`config.mk`:
```
export PLATFORM = sky130hd
export DESIGN_NAME = fault_guard
export DESIGN_NICKNAME = d
export VERILOG_FILES = /design/src/logic/fault_guard_pkg.sv /design/src/logic/fault_guard.sv /design/src/logic/fault_sync.sv
export VERILOG_INCLUDE_DIRS = /design/src /design/src/logic
export SDC_FILE = /design/constraint.sdc
export NUM_CORES = 1
export LEC_CHECK = 0
export ABC_AREA = 0
export BUFFER_PORTS_ARGS = -buffer_cell sky130_fd_sc_hd__buf_4
export CAP_MARGIN = 0
export CORE_UTILIZATION = 60
export DETAILED_ROUTE_END_ITERATION = 8
export PLACE_DENSITY = 0.77
export SLEW_MARGIN = 20
export SYNTH_ARGS = -nofsm -noshare
export SYNTH_HDL_FRONTEND = slang
export SYNTH_SLANG_ARGS = --single-unit
```
`constraint.sdc`:
```
create_clock -name ref_clk_i -period 12.4 [get_ports ref_clk_i]
set_clock_uncertainty 0.2 [all_clocks]
set_input_delay 1.86 -clock ref_clk_i [delete_from_list [all_inputs] [get_ports ref_clk_i]]
set_output_delay 1.86 -clock ref_clk_i [all_outputs]
set_load 0.03 [all_outputs]
```
`src/logic/fault_guard_consts.svh`:
```
// constants for the fault response and mode guard: offsets, fields, counts
// assumes inclusion by bare name from the package and the design modules
`ifndef FAULT_GUARD_CONSTS_SVH
`define FAULT_GUARD_CONSTS_SVH
// register byte offsets
`define FG_OFF_CTRL      12'h000
`define FG_OFF_RST_CAUSE 12'h004
`define FG_OFF_EXC_CAUSE 12'h008
`define FG_OFF_MODE      12'h00c
`define FG_OFF_HV        12'h010
`define FG_OFF_ROW_ADDR  12'h014
`define FG_OFF_ROW_DATA  12'h018
`define FG_OFF_ROW_STAT  12'h01c
// control fields
`define FG_CTRL_LD_SEL_LSB 0
`define FG_CTRL_INV_ECC    2
`define FG_CTRL_WP_LOCK    3
`define FG_CTRL_CARD_DIS   4
`define FG_CTRL_TEST_DIS   5
// fuse row layout, byte indices in the 128-byte row
`define FG_ROW_BYTES   128
`define FG_RO_BASE     7'h00
`define FG_RO_LEN      32
`define FG_WP_BASE     7'h20
`define FG_WP_LEN      16
`define FG_WO_BASE     7'h30
`define FG_WO_LEN      32
// reset values
`define FG_CTRL_RST    8'h00
// exception cause bits
`define FG_EXC_LIGHT   0
`define FG_EXC_PC      1
`define FG_EXC_SP_F    2
`define FG_EXC_PSW     3
`define FG_EXC_CIPH    4
`define FG_EXC_ARITH   5
`define FG_EXC_ECC     6
`define FG_EXC_STK_U   7
`define FG_EXC_STK_S   8
`define FG_EXC_STK_SS  9
`define FG_EXC_W       10
// reset cause bits
`define FG_RST_VOLT    0
`define FG_RST_FREQ    1
`define FG_RST_TEMP    2
`define FG_RST_LIGHT   3
`define FG_RST_ROMPAR  4
`define FG_RST_PIN     5
`define FG_RST_W       6
`endif

```
`src/logic/fault_guard_pkg.sv`:
```
// types for the fault response and mode guard
// assumes the constants header sits in the include path
package fault_guard_pkg;
	`include "fault_guard_consts.svh"
	// cpu privilege modes, one-hot
	typedef enum logic [4:0] {
		MODE_BOOT   = 5'b00001,
		MODE_TEST   = 5'b00010,
		MODE_CLESS  = 5'b00100,
		MODE_SYSTEM = 5'b01000,
		MODE_HALT   = 5'b10000
	} cpu_mode_e;
	// light detector function selection
	typedef enum logic [1:0] {
		LD_OFF = 2'b00,
		LD_FN_A = 2'b01,
		LD_FN_B = 2'b10
	} light_sel_e;
endpackage

```
`src/logic/fault_guard.sv`:
```
// fault response and mode guard with ahb-lite registers and fuse row
// assumes sensors, detectors and strap inputs are asynchronous levels
// Summary of operation
// - analog sensor alarms force a reset
// - light detector and fault detectors raise exceptions
// - light detection: function a, b or off
// - fault detectors on pc, sp, psw, coprocessors
// - inverse ecc errors raise an exception
// - pin reset restores all but fuse state; forced reset keeps reset cause and bus state; reset cause readable
// - exception cause bits readable by software
// - sensors forced on outside test mode
// - three stack limits each raise an exception
// - high-voltage check only readable, no event
// - eeprom reads correct single-bit byte errors
// - rom parity error forces a reset
// - boot first, then test, system or halt mode
// - boot may go on; nothing returns to boot
// - boot mode only right after reset
// - disabled test mode stays blocked forever
// - super-system flag selects contactless mode afterwards
// - guard top 128 eeprom bytes as fuse row
// - 32-byte area is read-only
// - 16-byte area writable until protected
// - write-once area bits only set
// - disabled card never starts application
`timescale 1ns/10ps
`include "fault_guard_consts.svh"
module fault_guard
	import fault_guard_pkg::*;
(
	input  wire logic        ref_clk_i,
	input  wire logic        rst_n_i,
	// ahb-lite slave
	input  wire logic        hsel_i,
	input  wire logic [11:0] haddr_i,
	input  wire logic [1:0]  htrans_i,
	input  wire logic        hwrite_i,
	input  wire logic [2:0]  hsize_i,
	input  wire logic [31:0] hwdata_i,
	input  wire logic        hready_i,
	output logic      [31:0] hrdata_o,
	output logic             hreadyout_o,
	output logic             hresp_o,
	// asynchronous alarm levels
	input  wire logic [3:0]  sensor_alarm_i,   // volt, freq, temp, light
	input  wire logic        rom_parity_err_i,
	input  wire logic [1:0]  ee_light_i,       // function a and b alarms
	input  wire logic [4:0]  single_fault_i,   // pc sp psw cipher arith
	input  wire logic        ecc_err_i,
	input  wire logic [2:0]  stack_limit_i,    // user system super-system
	input  wire logic        hv_ok_i,
	input  wire logic        test_avail_i,     // hardware strap
	input  wire logic        super_system_flag_i,
	input  wire logic        boot_done_i,      // end of boot phase
	// eeprom data correction path
	input  wire logic [11:0] ee_code_i,        // 8 data + 4 check bits
	output logic      [7:0]  ee_data_o,
	// responses
	output logic             force_reset_o,
	output logic             exception_o,
	output logic             sensor_en_o,
	output logic [4:0]       cpu_mode_o,
	output logic             app_start_o
);
	initial begin
		if (`FG_RO_LEN + `FG_WP_LEN + `FG_WO_LEN > `FG_ROW_BYTES) begin
			$error("fuse row areas exceed the row");
		end
	end
	// hamming(12,8) corrector; check bits at positions 1,2,4,8
	function automatic logic [7:0] ecc_fix(input logic [11:0] c);
		logic [3:0]  s;
		logic [11:0] f;
		s = 4'h0;
		f = c;
		for (int i = 1; i <= 12; i++) begin
			if (c[i-1]) begin
				s = s ^ 4'(i);
			end
		end
		if (s != 4'h0 && s <= 4'd12) begin
			f[s-1] = ~c[s-1];
		end
		return {f[11], f[10], f[9], f[8], f[6], f[5], f[4], f[2]};
	endfunction
	// synchronised alarms
	localparam int NA = 20;
	logic [NA-1:0] alarm_s;
	fault_sync #(.W(NA)) u_sync (
		.ref_clk_i (ref_clk_i),
		.rst_n_i   (rst_n_i),
		.async_i   ({super_system_flag_i, boot_done_i, test_avail_i,
			hv_ok_i, stack_limit_i, ecc_err_i, single_fault_i,
			ee_light_i, rom_parity_err_i, sensor_alarm_i}),
		.sync_o    (alarm_s)
	);
	wire logic [3:0] sens_s   = alarm_s[3:0];
	wire logic       rompar_s = alarm_s[4];
	wire logic [1:0] ld_s     = alarm_s[6:5];
	wire logic [4:0] sf_s     = alarm_s[11:7];
	wire logic       ecc_s    = alarm_s[12];
	wire logic [2:0] stk_s    = alarm_s[15:13];
	wire logic       hv_s     = alarm_s[16];
	wire logic       tav_s    = alarm_s[17];
	wire logic       bdone_s  = alarm_s[18];
	wire logic       ssm_s    = alarm_s[19];
	// state
	logic [7:0]  ctrl_q;          // control register
	logic [`FG_RST_W-1:0] rcause_q;   // reset cause, survives core reset
	logic [`FG_EXC_W-1:0] ecause_q;   // sticky exception cause
	cpu_mode_e   mode_q;
	logic        booted_q;        // boot phase already left
	logic        hv_q;            // last high-voltage result
	logic        frst_q;          // forced reset pulse
	logic        exc_q;
	logic [6:0]  row_addr_q;
	// fuse state has no reset; power-up values only, held across resets
	logic [7:0]  row_q [`FG_ROW_BYTES] = '{default: 8'h00};  // fuse row
	logic [`FG_WP_LEN-1:0] wp_q = '0;  // per-byte protection, persistent
	logic        test_dis_q = 1'b0;    // persistent test disable fuse
	logic        card_dis_q = 1'b0;    // persistent card disable fuse
	logic        sensor_en_q;     // registered sensor enable
	logic        app_q;           // registered application start
	logic        last_ign_q;      // last row write ignored
	logic [31:0] hrdata_q;
	logic [7:0]  ee_q;
	// bus address phase capture
	logic        wr_ph_q;
	logic        rd_ph_q;
	logic [11:0] addr_q;
	wire logic   take = hsel_i & hready_i & htrans_i[1];
	wire logic   bus_wr = wr_ph_q;
	// reset sources hard-wired
	wire logic   rst_req = (|sens_s) | rompar_s;
	// light detector selection
	wire logic [1:0] ld_sel = ctrl_q[`FG_CTRL_LD_SEL_LSB +: 2];
	wire logic   ld_hit = (ld_sel == LD_FN_A && ld_s[0]) |
		(ld_sel == LD_FN_B && ld_s[1]);
	// exception events
	wire logic [`FG_EXC_W-1:0] exc_ev = {stk_s,
		ecc_s & ctrl_q[`FG_CTRL_INV_ECC], sf_s, ld_hit};
	// software write-one-to-clear, hardware set wins
	wire logic   wr_ecause = bus_wr && addr_q == `FG_OFF_EXC_CAUSE;
	wire logic [`FG_EXC_W-1:0] ecause_d = exc_ev |
		(ecause_q & ~(wr_ecause ? hwdata_i[`FG_EXC_W-1:0] : '0));
	// fuse row write decode
	wire logic   wr_row = bus_wr && addr_q == `FG_OFF_ROW_DATA;
	wire logic   in_ro = row_addr_q < 7'(`FG_RO_LEN);
	wire logic   in_wp = row_addr_q >= `FG_WP_BASE &&
		row_addr_q < `FG_WP_BASE + 7'(`FG_WP_LEN);
	wire logic   in_wo = row_addr_q >= `FG_WO_BASE &&
		row_addr_q < `FG_WO_BASE + 7'(`FG_WO_LEN);
	wire logic [3:0] wp_idx = 4'(row_addr_q - `FG_WP_BASE);
	wire logic   row_ok = in_wo | (in_wp & ~wp_q[wp_idx]);
	wire logic [7:0] row_new = in_wo ?
		(row_q[row_addr_q] | hwdata_i[7:0]) : hwdata_i[7:0];
	// next mode
	cpu_mode_e   mode_d;
	always_comb begin
		mode_d = mode_q;
		case (mode_q)
			MODE_BOOT: begin
				if (bdone_s) begin
					if (tav_s && !test_dis_q) begin
						mode_d = MODE_TEST;
					end else if (card_dis_q) begin
						mode_d = MODE_HALT;
					end else begin
						mode_d = MODE_SYSTEM;
					end
				end
			end
			MODE_TEST, MODE_CLESS: begin
				mode_d = mode_q;
			end
			MODE_SYSTEM: begin
				if (ssm_s) begin
					mode_d = MODE_CLESS;
				end
			end
			MODE_HALT: begin
				mode_d = MODE_HALT;
			end
			default: begin
				mode_d = MODE_HALT;
			end
		endcase
	end
	// bus read mux
	logic [31:0] rd_mux;
	always_comb begin
		rd_mux = 32'h0;
		case (haddr_i)
			`FG_OFF_CTRL:      rd_mux = {24'h0, ctrl_q};
			`FG_OFF_RST_CAUSE: rd_mux = 32'(rcause_q);
			`FG_OFF_EXC_CAUSE: rd_mux = 32'(ecause_q);
			`FG_OFF_MODE:      rd_mux = {27'h0, mode_q};
			`FG_OFF_HV:        rd_mux = {31'h0, hv_q};
			`FG_OFF_ROW_ADDR:  rd_mux = {25'h0, row_addr_q};
			`FG_OFF_ROW_DATA:  rd_mux = {24'h0, row_q[row_addr_q]};
			`FG_OFF_ROW_STAT:  rd_mux = {30'h0, last_ign_q, |wp_q};
			default:           rd_mux = 32'h0;
		endcase
	end
	// bus phase tracking
	always_ff @(posedge ref_clk_i) begin
		if (!rst_n_i) begin
			wr_ph_q  <= 1'b0;
			rd_ph_q  <= 1'b0;
			addr_q   <= 12'h000;
			hrdata_q <= 32'h0;
		end else begin
			wr_ph_q  <= take & hwrite_i;
			rd_ph_q  <= take & ~hwrite_i;
			addr_q   <= haddr_i;
			hrdata_q <= (take & ~hwrite_i) ? rd_mux : 32'h0;
		end
	end
	// control, exception cause and mode; a reset clears all but mode_q (MODE_BOOT) and sensor_en_q (set to 1)
	always_ff @(posedge ref_clk_i) begin
		if (!rst_n_i || frst_q) begin
			ctrl_q   <= `FG_CTRL_RST;
			ecause_q <= '0;
			mode_q   <= MODE_BOOT;
			booted_q <= 1'b0;
			hv_q     <= 1'b0;
			exc_q    <= 1'b0;
			row_addr_q <= 7'h00;
			sensor_en_q <= 1'b1;
			app_q       <= 1'b0;
		end else begin
			if (bus_wr && addr_q == `FG_OFF_CTRL) begin
				ctrl_q <= hwdata_i[7:0];
			end
			if (bus_wr && addr_q == `FG_OFF_ROW_ADDR) begin
				row_addr_q <= hwdata_i[6:0];
			end
			ecause_q <= ecause_d;
			exc_q    <= |exc_ev;
			hv_q     <= hv_s;
			mode_q   <= mode_d;
			// outputs follow the next mode so they stay flop-driven
			sensor_en_q <= (mode_d != MODE_TEST);
			app_q       <= (mode_d == MODE_SYSTEM);
			booted_q <= booted_q | (mode_q != MODE_BOOT);
		end
	end
	// reset cause: set to the pin bit only by pin reset, overwritten with the sources on forced reset
	always_ff @(posedge ref_clk_i) begin
		if (!rst_n_i) begin
			rcause_q <= `FG_RST_W'(1) << `FG_RST_PIN;
			frst_q   <= 1'b0;
		end else begin
			frst_q <= rst_req & ~frst_q;
			if (rst_req & ~frst_q) begin
				rcause_q <= {1'b0, rompar_s, sens_s};
			end
		end
	end
	// persistent fuses: write protect, test and card disable
	always_ff @(posedge ref_clk_i) begin
		if (!rst_n_i) begin
			last_ign_q <= 1'b0;
		end else begin
			if (wr_row && !in_ro) begin
				if (row_ok) begin
					row_q[row_addr_q] <= row_new;
				end
				last_ign_q <= ~row_ok;
			end else if (wr_row) begin
				last_ign_q <= 1'b1;
			end
			if (ctrl_q[`FG_CTRL_WP_LOCK] && in_wp) begin
				wp_q[wp_idx] <= 1'b1;
			end
			if (ctrl_q[`FG_CTRL_TEST_DIS]) begin
				test_dis_q <= 1'b1;
			end
			if (ctrl_q[`FG_CTRL_CARD_DIS]) begin
				card_dis_q <= 1'b1;
			end
		end
	end
	// eeprom read correction
	always_ff @(posedge ref_clk_i) begin
		if (!rst_n_i) begin
			ee_q <= 8'h00;
		end else begin
			ee_q <= ecc_fix(ee_code_i);
		end
	end
	assign hrdata_o      = hrdata_q;
	assign hreadyout_o   = 1'b1;
	assign hresp_o       = 1'b0;
	assign ee_data_o     = ee_q;
	assign force_reset_o = frst_q;
	assign exception_o   = exc_q;
	assign sensor_en_o   = sensor_en_q;
	assign cpu_mode_o    = mode_q;
	assign app_start_o   = app_q;
	// assertions
	a_sensor_reset: assert property (@(posedge ref_clk_i)
		disable iff (!rst_n_i) $rose(|sens_s) && !frst_q |=> force_reset_o)
		else $error("sensor alarm did not force reset");
	a_rom_reset: assert property (@(posedge ref_clk_i)
		disable iff (!rst_n_i) $rose(rompar_s) && !frst_q |=> force_reset_o)
		else $error("rom parity did not force reset");
	a_fault_exc: assert property (@(posedge ref_clk_i)
		disable iff (!rst_n_i || frst_q) (|sf_s) |=> exception_o)
		else $error("fault detector gave no exception");
	a_exc_cause: assert property (@(posedge ref_clk_i)
		disable iff (!rst_n_i || frst_q) exc_ev[0] |=> ecause_q[0])
		else $error("exception cause not recorded");
	a_hv_no_event: assert property (@(posedge ref_clk_i)
		disable iff (!rst_n_i) $changed(hv_s) && exc_ev == '0 &&
		!rst_req |=> !exception_o && !force_reset_o)
		else $error("high-voltage check raised an event");
	a_no_boot_back: assert property (@(posedge ref_clk_i)
		disable iff (!rst_n_i || frst_q) booted_q |-> mode_q != MODE_BOOT)
		else $error("returned to boot mode");
	a_sensor_on: assert property (@(posedge ref_clk_i)
		disable iff (!rst_n_i) mode_q != MODE_TEST |-> sensor_en_o)
		else $error("sensors off outside test mode");
	a_test_block: assert property (@(posedge ref_clk_i)
		disable iff (!rst_n_i) test_dis_q && mode_q == MODE_BOOT
		|=> mode_q != MODE_TEST)
		else $error("test mode entered after disable");
	a_card_off: assert property (@(posedge ref_clk_i)
		disable iff (!rst_n_i) card_dis_q && mode_q == MODE_BOOT
		|=> !app_start_o)
		else $error("disabled card started application");
	a_rd_idle: assert property (@(posedge ref_clk_i)
		disable iff (!rst_n_i) !rd_ph_q |-> hrdata_o == 32'h0)
		else $error("read data not zero outside data phase");
	a_ro_ignore: assert property (@(posedge ref_clk_i)
		disable iff (!rst_n_i) wr_row && in_ro |=> last_ign_q &&
		row_q[$past(row_addr_q)] == $past(row_q[row_addr_q]))
		else $error("read-only byte was written");
	a_wp_ignore: assert property (@(posedge ref_clk_i)
		disable iff (!rst_n_i) wr_row && in_wp && wp_q[wp_idx] |=>
		last_ign_q &&
		row_q[$past(row_addr_q)] == $past(row_q[row_addr_q]))
		else $error("protected byte was written");
	a_wo_sticky: assert property (@(posedge ref_clk_i)
		disable iff (!rst_n_i) wr_row && in_wo |=>
		(row_q[$past(row_addr_q)] | $past(row_q[row_addr_q])) ==
		row_q[$past(row_addr_q)])
		else $error("write-once bit returned to zero");
endmodule

```
`src/logic/fault_sync.sv`:
```
// two-flop synchroniser for a bundle of asynchronous level inputs
// assumes one clock and a synchronous active-low reset
`timescale 1ns/10ps
module fault_sync #(
	parameter int W = 1
) (
	input  wire logic         ref_clk_i,
	input  wire logic         rst_n_i,
	input  wire logic [W-1:0] async_i,
	output logic      [W-1:0] sync_o
);
	logic [W-1:0] meta_q;   // first stage, read only by stage two
	logic [W-1:0] sync_q;   // second stage
	initial begin
		if (W < 1) begin
			$error("fault_sync width must be at least one");
		end
	end
	// two stages, reset clears both
	always_ff @(posedge ref_clk_i) begin
		if (!rst_n_i) begin
			meta_q <= '0;
			sync_q <= '0;
		end else begin
			meta_q <= async_i;
			sync_q <= meta_q;
		end
	end
	assign sync_o = sync_q;
endmodule

```
==> results.cfg <==
[yosys]
yosysUniqueCellTypes = 61
ys_top_cells_by_area = edfxtp_1 70%, mux4_2 13%, dfxtp_1 5.3%
synth_edf_count = 1040
yosysTopAreaCellShare = 0.696
most_common_library_cells_after_synthesis = 1,040 x edfxtp_1, 266 x mux4_2, 118 x dfxtp_1
synth_top_cell_by_area = edfxtp_1
async_reset_ff_frac = 0
mappedNetlistArea_sq_um = 44800
synth-seq-area-share = 0.749
yosysWarnings = 0
ys_dominant_reg_cell = edfxtp_1
post-synth-top-count-cell = edfxtp_1
synthCells = 2252
ys_seq_elements = 1158
postSynthAreaPerCell_sq_um = 19.9

[global_route]
grt_start_max_net_pins = 129
grt_pass1_vias = 23600
grt.total_usage = 0.242
grt_pass1_wl_mm = 135
antenna_found_initial = 0
globalRoute.totalOverflow = 0

[route]
vias_per_cell = 5.65
drtAntennaViolNets = 0
detailedRoute.firstIterationViolations = 2550
drt_first_pass_iters = 6
detail_route.wl_per_cell_um = 22.1
drc = 0
detail_route.wirelength_mm = 89.5
dr_total_vias = 22900

[power]
leakage_power_nw = 18.1
share_of_total_power_consumed_by_net_switching = 0.200
power.net_switching_mw = 1.61
power_frac_clock = 0.414
power_report.internal_total_mw = 6.44
power.ir.vdd_worst_uv = 115
cellPowerDensity_nw_per_um2 = 153
power.share.combinational = 0.035
seq_power_share = 0.551

[final_layout]
antenna_cells = 0
layout.cell_area.non_filler_sq_um = 52500
area_growth_syn_to_layout_pct = 17.1
nets_finish = 3096
num-fill-cells = 4461
layout-drive-gt1-share = 0.197
utilization = 0.715

[clocking]
holdBufCountCts = 0
cts.reportedPaths.clkPinSlew_ps = 60
clock_latency_ps = 690
clk_path_buf_depth = 3
tritoncts = done
cts_buffers = 112
number_of_h_tree_levels = 3
cts_num_sinks = 1158
postCtsResizedCells = 0
ctsRootBufferMaster = clkbuf_16
post_cts_buffers = 0

[placed_design]
buffer_ports.inserted = 85
gpl.final_weighted_congestion = 0.849
dpl.hpwl_mm = 51.0
place_area_sq_um = 48800

[sta]
fin_crit_sh = 0.454
report.final.hold_viol_count = 0
min_period_ps = 5630
max_freq_mhz = 178
finalSetupTns_ps = 0
rsz_0062_raised_after_global_routing = false
timing.final.setup_violations = 0
report.final.slew_viol_count = 0
max_slew_margin = 0.192
tightestPinTransition_ps = 1210

[floorplanning]
io_count = 137
fp.coreArea_sq_um = 73500
die_area_sq_um = 75800
initial_core_util = 0.610
die_height_um = 275
fp.dieW_um = 275
rows = 99

[setup_path]
cell_by_cell_listing_of_the_critical_path = buf_4, buf_4, mux4_2, mux2_2, o221ai_1, a221oi_1, or4_1, a21o_4, buf_4
setup.worst_path.class = register to register
required_ps = 12430
timing.critical_path.max_delay_family = buffers and inverters
cell_repeated_most_along_the_worst_path = buf_4
critical_path.max_stage_delay_ps = 850
timing.critical_path.buf_inv = 3
critPathSlowestCell = dfxtp_4
crit_path_end_kind = register
timing.critical_path.fanout_max = 116
worst-endpoint-arrival_ps = 5660
critPathLaunchType = register

[status]
status = finished, final reports clean

[flow_run]
drv_cap = 0

[worst_hold_path]
holdCritPathClass = register to register
power by group through the flow:
| stage | logic (mW) | registers, mW | clock network, mW |
|---|---|---|---|
| CTS | 0.271 | 4.44 | 3.38 |
| floorplan | 0.190 | 4.52 | 0 |
| finish | 0.284 | 4.44 | 3.33 |
| global placement | 0.255 | 4.51 | 0 |
| global route | 0.313 | 4.45 | 3.53 |
| detailed placement | 0.268 | 4.52 | 0 |
path summary, 6_finish.rpt:
check	from	to	slack, ps	cells past startpoint
worst max-delay path	register	row_q[8][2]$_DFFE_PP_	6770	9
worst min register to register	u_sync.meta_q[0]$_SDFF_PN0_	u_sync.sync_o[0]$_SDFF_PN0_	230	1
worst min-delay path	u_sync.meta_q[0]$_SDFF_PN0_	u_sync.sync_o[0]$_SDFF_PN0_	230	1
worst max register to register	register	row_q[8][2]$_DFFE_PP_	6770	9
flip-flops by register name, summed over array words and instances (netlist names), named ones only:
name and cells:
hrdata_o 10, u_sync.meta_q 19, ctrl_q 8, addr_q 12
last_ign_q 1, ee_data_o 8, force_reset_o 1, rcause_q 6
hv_q 1, cpu_mode_o 5, app_start_o 1, u_sync.sync_o 19
wp_q 16, exception_o 1, bus_wr 1, row_q 1024
sensor_en_o 1, row_addr_q 7, ecause_q 10
per-layer routing:
metal  vias to the layer above  global-route usage  share of wire  wire (um)
met1                     11800               0.316           0.38      33800
met5                         -                   0              0          0
met3                       194              0.0445          0.072       6490
met2                       932               0.414           0.52      46200
met4                         0              0.0819          0.033       2980
li1                      10100                   -              -          -
layout make-up:
cell class / count / area [sq um] / area share
clock buffers: 146 / 3100 / 0.0590
repair buffers: 124 / 1010 / 0.0192
clock inverters: 59 / 518 / 0.00987
inverters: 19 / 71.3 / 0.00136
flip-flops and latches: 1158 / 33600 / 0.640
well taps: 959 / 1200 / 0.0229
multi-input cells: 1593 / 13000 / 0.248
cell usage in the layout, fill, tap and decap left out, types with 29 or more instances in the layout:
| cell type | count |
|---|---|
| edfxtp_1 | 1040 |
| conb_1 | 664 |
| mux4_2 | 266 |
| clkbuf_16 | 118 |
| buf_4 | 117 |
| dfxtp_1 | 114 |
| nor2_1 | 104 |
| nand2_1 | 60 |
| mux2i_1 | 60 |
| and2_1 | 56 |
| o21ai_0 | 38 |
| mux2_2 | 29 |
cells by family after synthesis:
logic type | share of synthesized area
compound gates | 0.0325
buf+inv | 0.0181
fa+ha+maj | 0.000781
flops | 0.749
simple gates | 0.0397
mux | 0.154
xor+xnor | 0.00536
other cells | 0.000167
per-stage QoR:
step,total power [mW],worst slack [ps],hold slack [ps],cells
2_1_floorplan,4.71,6080,194,2914
3_3_place_gp,4.76,6900,216,3851
3_5_place_dp,4.79,6810,218,3851
4_1_cts,8.09,6790,228,4056
5_1_grt,8.29,6590,242,4058
6_report,8.05,6770,231,4058
Note: power is estimated with default switching activity, not from simulation.
